$ cat src/timer_gctl_pkg.sv
package timer_gctl_pkg;

   // ------------------------------------------------------------
   // Register map (byte addresses, one aligned word each)
   // ------------------------------------------------------------
   localparam logic [11:0] GTC_OFS          = 12'h000;
   localparam logic [11:0] WDC_OFS          = 12'h004;

   // ------------------------------------------------------------
   // Global timer control field layout
   // ------------------------------------------------------------
   localparam int          LO_REL_BIT       = 0;
   localparam int          HI_REL_BIT       = 1;
   localparam int          MODE_LSB         = 2;
   localparam int          MODE_MSB         = 3;

   // ------------------------------------------------------------
   // Watchdog control field layout
   // ------------------------------------------------------------
   localparam int          WD_EN_BIT        = 14;
   localparam int          WD_FLAG_BIT      = 15;

   // ------------------------------------------------------------
   // Operating mode codes
   // ------------------------------------------------------------
   localparam logic [1:0]  MODE_GP64        = 2'h0;
   localparam logic [1:0]  MODE_DUAL_UNCH   = 2'h1;
   localparam logic [1:0]  MODE_WDOG64      = 2'h2;
   localparam logic [1:0]  MODE_DUAL_CHAIN  = 2'h3;

   // ------------------------------------------------------------
   // Reset values
   // ------------------------------------------------------------
   localparam logic [1:0]  MODE_RST         = 2'h0;
   localparam logic        REL_RST          = 1'b0;
   localparam logic        WD_FLAG_RST      = 1'b0;

   // Watchdog state
   typedef enum logic [0:0] {WD_OFF, WD_ACTIVE} wd_state_t;

   // Global control fields as one bundle
   typedef struct packed {
      logic [1:0] operating_mode_select;
      logic       upper_half_run_release;
      logic       lower_half_run_release;
   } gctl_t;

   // Decoded mode strobes driven to the counter logic
   typedef struct packed {
      logic gp64;
      logic dual_unchained;
      logic watchdog64;
      logic dual_chained;
   } mode_dec_t;

   // Per-half run controls and masked status
   typedef struct packed {
      logic upper_run;
      logic lower_run;
      logic upper_output_status;
      logic lower_output_status;
   } half_ctl_t;

endpackage

$ cat src/timer_gctl.sv
`timescale 1ns/10ps
module timer_gctl
(
   // Clock and reset
   input  wire logic                        pclk,
   input  wire logic                        presetn,
   // APB slave
   input  wire logic                        psel,
   input  wire logic                        penable,
   input  wire logic                        pwrite,
   input  wire logic [11:0]                 paddr,
   input  wire logic [31:0]                 pwdata,
   output      logic [31:0]                 prdata,
   output      logic                        pready,
   output      logic                        pslverr,
   // From counter logic (same clock)
   input  wire logic                        upper_status_raw,
   input  wire logic                        lower_status_raw,
   input  wire logic                        timer_out_level,
   input  wire logic                        wd_timeout_event,
   // To counter logic
   output      timer_gctl_pkg::mode_dec_t   mode_dec,
   output      timer_gctl_pkg::half_ctl_t   half_ctl,
   output      logic                        watchdog_active,
   // Timer output pin
   output      logic                        timer_pin_level,
   output      logic                        timer_out_oe
);
   import timer_gctl_pkg::*;

   // ------------------------------------------------------------
   // Declarations
   // ------------------------------------------------------------
   gctl_t       gctl_ff;          // Global control register
   wd_state_t   wd_state_ff;      // Watchdog state
   logic        wd_flag_ff;       // Sticky timeout flag
   logic [31:0] prdata_ff;        // Read data captured in setup
   logic        wr_access;        // Write access phase
   logic        setup_phase;      // APB setup cycle
   logic        hit_gtc;          // Address decode, global control
   logic        hit_wdc;          // Address decode, watchdog control
   logic        mapped;           // Any known register

   // ------------------------------------------------------------
   // Helper functions
   // ------------------------------------------------------------
   // Pack the global control fields into a bus word
   function automatic logic [31:0] gtc_word(input gctl_t g);
      logic [31:0] w;
      w = 32'h0000_0000;
      w[MODE_MSB:MODE_LSB] = g.operating_mode_select;
      w[HI_REL_BIT]        = g.upper_half_run_release;
      w[LO_REL_BIT]        = g.lower_half_run_release;
      return w;
   endfunction

   // Compare an address against a register offset
   function automatic logic addr_is(input logic [11:0] a,
                                    input logic [11:0] ofs);
      return a == ofs;
   endfunction

   // ------------------------------------------------------------
   // APB decode
   // ------------------------------------------------------------
   assign hit_gtc     = addr_is(paddr, GTC_OFS);
   assign hit_wdc     = addr_is(paddr, WDC_OFS);
   assign mapped      = hit_gtc | hit_wdc;
   assign setup_phase = psel & ~penable;
   assign wr_access   = psel & penable & pwrite;

   // Zero wait states: read data is already staged in the setup cycle
   assign pready  = 1'b1;
   // Unmapped addresses answer with an error, writes are dropped
   assign pslverr = psel & penable & ~mapped;
   assign prdata  = prdata_ff;

   // ------------------------------------------------------------
   // Read data staging
   // ------------------------------------------------------------
   // Captured during setup so the data output comes from a flop
   always_ff @(posedge pclk or negedge presetn)
   begin
      if (!presetn)
      begin
         prdata_ff <= 32'h0000_0000;
      end
      else if (setup_phase)
      begin
         if (hit_gtc)
         begin
            // Reserved bits read as zero
            prdata_ff <= gtc_word(gctl_ff);
         end
         else if (hit_wdc)
         begin
            prdata_ff <= 32'h0000_0000;
            prdata_ff[WD_FLAG_BIT] <= wd_flag_ff;
            prdata_ff[WD_EN_BIT] <= (wd_state_ff == WD_ACTIVE);
         end
         else
         begin
            prdata_ff <= 32'h0000_0000;
         end
      end
   end

   // ------------------------------------------------------------
   // Global control register
   // ------------------------------------------------------------
   // Updated at the access edge, so the new value drives the
   // counter logic from the very next cycle.
   always_ff @(posedge pclk or negedge presetn)
   begin
      if (!presetn)
      begin
         gctl_ff.operating_mode_select  <= MODE_RST;
         gctl_ff.upper_half_run_release <= REL_RST;
         gctl_ff.lower_half_run_release <= REL_RST;
      end
      else if (wr_access && hit_gtc && wd_state_ff != WD_ACTIVE)
      begin
         // While the watchdog runs, the whole word is frozen; the
         // mode is locked too so the watchdog cannot be escaped.
         gctl_ff.operating_mode_select  <=
            pwdata[MODE_MSB:MODE_LSB];
         gctl_ff.upper_half_run_release <= pwdata[HI_REL_BIT];
         gctl_ff.lower_half_run_release <= pwdata[LO_REL_BIT];
      end
      // Otherwise writes in active watchdog state are ignored
   end

   // ------------------------------------------------------------
   // Watchdog state
   // ------------------------------------------------------------
   // Enabled by software only in watchdog mode; left only by a
   // timeout or a hardware reset.
   always_ff @(posedge pclk or negedge presetn)
   begin
      if (!presetn)
      begin
         wd_state_ff <= WD_OFF;
      end
      else
      begin
         case (wd_state_ff)
            WD_OFF:
            begin
               if (wr_access && hit_wdc && pwdata[WD_EN_BIT] &&
                   gctl_ff.operating_mode_select == MODE_WDOG64)
               begin
                  wd_state_ff <= WD_ACTIVE;
               end
            end
            WD_ACTIVE:
            begin
               if (wd_timeout_event)
               begin
                  wd_state_ff <= WD_OFF;
               end
            end
            default:
            begin
               wd_state_ff <= WD_OFF;
            end
         endcase
      end
   end

   // ------------------------------------------------------------
   // Watchdog timeout flag
   // ------------------------------------------------------------
   // A timeout in the same cycle as a clear wins, so none is lost
   always_ff @(posedge pclk or negedge presetn)
   begin
      if (!presetn)
      begin
         wd_flag_ff <= WD_FLAG_RST;
      end
      else if (wd_timeout_event && wd_state_ff == WD_ACTIVE)
      begin
         wd_flag_ff <= 1'b1;
      end
      else if (wr_access && hit_wdc && pwdata[WD_FLAG_BIT])
      begin
         wd_flag_ff <= 1'b0;
      end
      else if (wd_state_ff == WD_OFF && wr_access && hit_wdc &&
               pwdata[WD_EN_BIT] &&
               gctl_ff.operating_mode_select == MODE_WDOG64)
      begin
         // Entering the active state starts with a clean flag
         wd_flag_ff <= 1'b0;
      end
   end

   // ------------------------------------------------------------
   // Mode decode
   // ------------------------------------------------------------
   always_comb
   begin
      mode_dec.gp64           =
         gctl_ff.operating_mode_select == MODE_GP64;
      mode_dec.dual_unchained =
         gctl_ff.operating_mode_select == MODE_DUAL_UNCH;
      mode_dec.watchdog64     =
         gctl_ff.operating_mode_select == MODE_WDOG64;
      mode_dec.dual_chained   =
         gctl_ff.operating_mode_select == MODE_DUAL_CHAIN;
   end

   assign watchdog_active = (wd_state_ff == WD_ACTIVE);

   // ------------------------------------------------------------
   // Half run controls and status masking
   // ------------------------------------------------------------
   // A held half stops counting and has its output status masked; its count
   // is never cleared here. Software must release both halves for 64-bit mode.
   always_comb
   begin
      half_ctl.upper_run = gctl_ff.upper_half_run_release;
      half_ctl.lower_run = gctl_ff.lower_half_run_release;
      half_ctl.upper_output_status =
         gctl_ff.upper_half_run_release & upper_status_raw;
      half_ctl.lower_output_status =
         gctl_ff.lower_half_run_release & lower_status_raw;
   end

   // ------------------------------------------------------------
   // Timer output pin
   // ------------------------------------------------------------
   // Released to high impedance while the lower half is held
   assign timer_out_oe = gctl_ff.lower_half_run_release;
   assign timer_pin_level = gctl_ff.lower_half_run_release &
                            timer_out_level;
endmodule

$ cat config.mk
export PLATFORM = sky130hd
export DESIGN_NAME = timer_gctl
export DESIGN_NICKNAME = d
export VERILOG_FILES = /design/src/timer_gctl_pkg.sv /design/src/timer_gctl.sv
export SDC_FILE = /design/constraint.sdc
export NUM_CORES = 1
export LEC_CHECK = 0
export ABC_AREA = 1
export BUFFER_PORTS_ARGS = -buffer_cell sky130_fd_sc_hd__clkbuf_2
export CORE_MARGIN = 1.5
export CORE_UTILIZATION = 31
export DETAILED_ROUTE_END_ITERATION = 10
export GPL_TIMING_DRIVEN = 0
export PLACE_DENSITY = 0.77
export RECOVER_POWER = 50
export SYNTH_ARGS = -nofsm -noshare
export SYNTH_HDL_FRONTEND = slang
export SYNTH_SLANG_ARGS = --single-unit
$ cat constraint.sdc
create_clock -name pclk -period 1.07 [get_ports pclk]
set_clock_uncertainty 0.1 [all_clocks]
set_input_delay 0.0535 -clock pclk [delete_from_list [all_inputs] [get_ports pclk]]
set_output_delay 0.0535 -clock pclk [all_outputs]
set_load 0.01 [all_outputs]
==> flow_summary.toml <==
[layout]
nets = 262
syn2layout_area_growth_pct = 59.9
final_area_um2 = 1420
fin_util_pct = 52.0
antenna_cells = 0
drive_gt1_share_pct = 46.2

[floorplanning]
die_w_um = 56.6
pin_count = 98
die_area_um2 = 3200
start_util_pct = 32.5
rows = 19
die_h_um = 56.6
core_region_area_um2 = 2730

[detailed_routing]
wl_met3_um = 150
wire_per_inst_um = 8.24
route.met2.wl_um = 1020
routed_wirelength_um = 1970
wl_met1_um = 745
top_layer = "met4"
drt_first_pass_iters = 4
viasPerCell = 3.83
drc = 0
vias = 915
dr.first_iter.drc_count = 12
postRouteAntennaNets = 0

[setup_path]
critPathLaunch = "gctl_ff[3]"
path_cells = "inv_1, nor2_2, buf_2"
cp.arrival_ns = 1.01
path_class = "reg -> out"
path_buf_inv = 2
rrSetupSlack_ns = -0.1
r2r_start = "watchdog_active"
cp_data_required_time_ns = 0.92
cpPeakStageDelay_ns = 0.44
start_kind = "flop"
timing.rr.end = "gctl_ff[2]"
endpoint = "mode_dec[1]"
crit_slowest_cell = "dfrtp_1"
critPathTopFamily = "flip-flops"
ff2ff_path_depth = 4
setup.worst_path.end_class = "primary output"
critPathMaxFanout = 6
cp_num_cells = 3

[grt]
antenna_found_initial = 0
grtUsageTotal_pct = 12.7
grt_overflow = 0
grt_pass1_vias = 806
grt_max_degree = 13
grt_first_pass_wirelength_um = 3210

[worst_hold_path]
hp-start = "pwdata[14]"
min_path_type = "in -> reg"

[clock_tree]
htreeDepth = 1
worstSkewPairLatency_ns = 0.27
clkTransAtPathRegs_ns = 0.07
root_buffer = "clkbuf_4"
cts_buffers = 3
numClockSinks = 12
cts_tree = "built"
ctsLongestPathBuffers = 2

[power]
power_switching_uw = 273
finalPower_mw = 1.06
p_leak_nw = 0.905
seq_power_share_pct = 43.2
powerDensity_nw_per_um2 = 747
swShare_pct = 25.6
peakVddDrop_v = 0.000495
p_int_uw = 790
combinationalPowerShare_pct = 23.0
p_clk_share_pct = 33.8

[logic_synthesis]
syn_area_per_cell_um2 = 7.17
syn_area_um2 = 890
ys_seq_area_share_pct = 33.8
yosysWarnings = 0
synth-seq-cells = 12
syn_inst = 124
yosysUniqueCellTypes = 16

[timing]
fmax_mhz = 857
period_minus_slack_ns = 1.17
fin_crit_sh_pct = 109
rsz0062_at_grt = "true"
setup_viol = 13
drv_slew = 0
setup_ws_ns = -0.0973
finalHoldViolCount = 0
max_slew.worst_pin.slew_ns = 0.617
slew_headroom_pct = 58.8

[status]
violations = "negative setup slack"
status = "finished with violations"

[placement]
dp_hpwl_um = 1600
port_buffers = 44
pre_cts_ws_ns = -0.146
place_area_um2 = 1250
gp_congestion = 0.738

[run]
maxCapViolations = 0
-- layer usage --
metal | track usage (%) | vias up
met3 | 3.00 | 7
met2 | 22.6 | 36
met1 | 13.5 | 378
li1 | - | 494
met4 | 7.14 | 0
met5 | 0 | -
-- worst register-to-register path: stages (launching register included) --
cell     delay [ns]
dfrtp_2        0.45
nor3_4         0.29
nand2_4        0.10
nand2_1        0.08
nand2_1        0.04
-- synth_stat cells (all sizes together) --
cell type / n / share of area [%]
buf: 29 / 24
conb: 2 / 0.84
dfrtp: 12 / 34
inv: 15 / 6.3
nand2: 34 / 15
nand3: 12 / 7.3
nand4: 1 / 0.70
nor2: 13 / 5.8
nor3: 2 / 3.0
nor3b: 1 / 0.84
o21ai: 2 / 1.1
o22ai: 1 / 0.70
-- flip-flops by register name (all words and copies together), names as in the netlist --
name,cells
half_ctl,1
wd_flag_ff,1
watchdog_active,1
prdata,6
timer_out_oe,1
gctl_ff,2
-- cells in the final DEF, fill, tap and decap left out --
cell	netlist	final
clkbuf_2	0	36
buf_4	29	33
nand2_1	33	29
conb_1	2	27
inv_1	15	15
nand3_1	11	11
dfrtp_1	12	9
nor2_1	12	8
dlygate4sd3_1	0	6
nor2_2	1	5
nand2_2	0	4
buf_2	0	4
clkbuf_4	0	3
dfrtp_2	0	3
nor3_4	1	2
o21ai_1	2	2
buf_6	0	2
clkbuf_8	0	2
clkbuf_1	0	2
o22ai_1	1	1
nand3_2	1	1
nor3b_1	1	1
nand4_1	1	1
nand2_4	1	1
-- cell type report --
class / instances / area [um2]
Fill cell: 272 / 1310
Multi-Input combinational cell: 93 / 435
Timing Repair Buffer: 56 / 338
Sequential cell: 12 / 304
Buffer: 28 / 214
Inverter: 15 / 56.3
Tap cell: 31 / 38.8
Clock buffer: 4 / 36.3
-- cells by family (layout without fill, tap and decap cells) --
logic type | Yosys count | count (layout) | share of synthesized area [%]
AO/OA/AOI/OAI | 3 | 3 | 1.83
flip-flops | 12 | 12 | 33.8
AND/OR/NAND/NOR | 63 | 63 | 32.8
other | 2 | 27 | 0.844
buffers and inverters | 44 | 103 | 30.8
-- metrics by stage --
stage          cells  hold WS, ns  TNS (ns)
5_1_grt          239       0.0539     -1.60
6_report         239       0.0230    -0.804
3_5_place_dp     224       -0.151     -1.10
2_1_floorplan    149       -0.342    -0.146
4_1_cts          237       0.0302    -0.897
3_3_place_gp     224       -0.161    -0.865
-- how the worst min path moves through the flow --
stage                      endpoint  slack (ns)  depth (start not counted)
global route        watchdog_active        0.05                          5
CTS                 watchdog_active        0.03                          5
detailed placement     timer_out_oe       -0.15                          1
global placement          prdata[0]       -0.16                          1
finish              watchdog_active        0.02                          5
floorplan                gctl_ff[2]       -0.34                          0
-- what timing repair did --
item	4_1_cts	5_1_grt
endpoints found under the setup margin	14	16
endpoints found under the hold margin	18	0
pin swaps	2	5
hold buffers	6	0
setup buffers	4	2
gates resized for setup	3	14
-- power by group through the flow --
| stage | Combinational (mW) | Sequential, mW | Clock, mW |
|---|---|---|---|
| after global routing | 0.270 | 0.460 | 0.393 |
| final | 0.245 | 0.460 | 0.359 |
| after detailed placement | 0.220 | 0.469 | 0 |
| after floorplan | 0.154 | 0.468 | 0 |
| after CTS | 0.238 | 0.460 | 0.368 |
| after global placement | 0.216 | 0.468 | 0 |
Note: power is estimated with default switching activity, not from simulation.
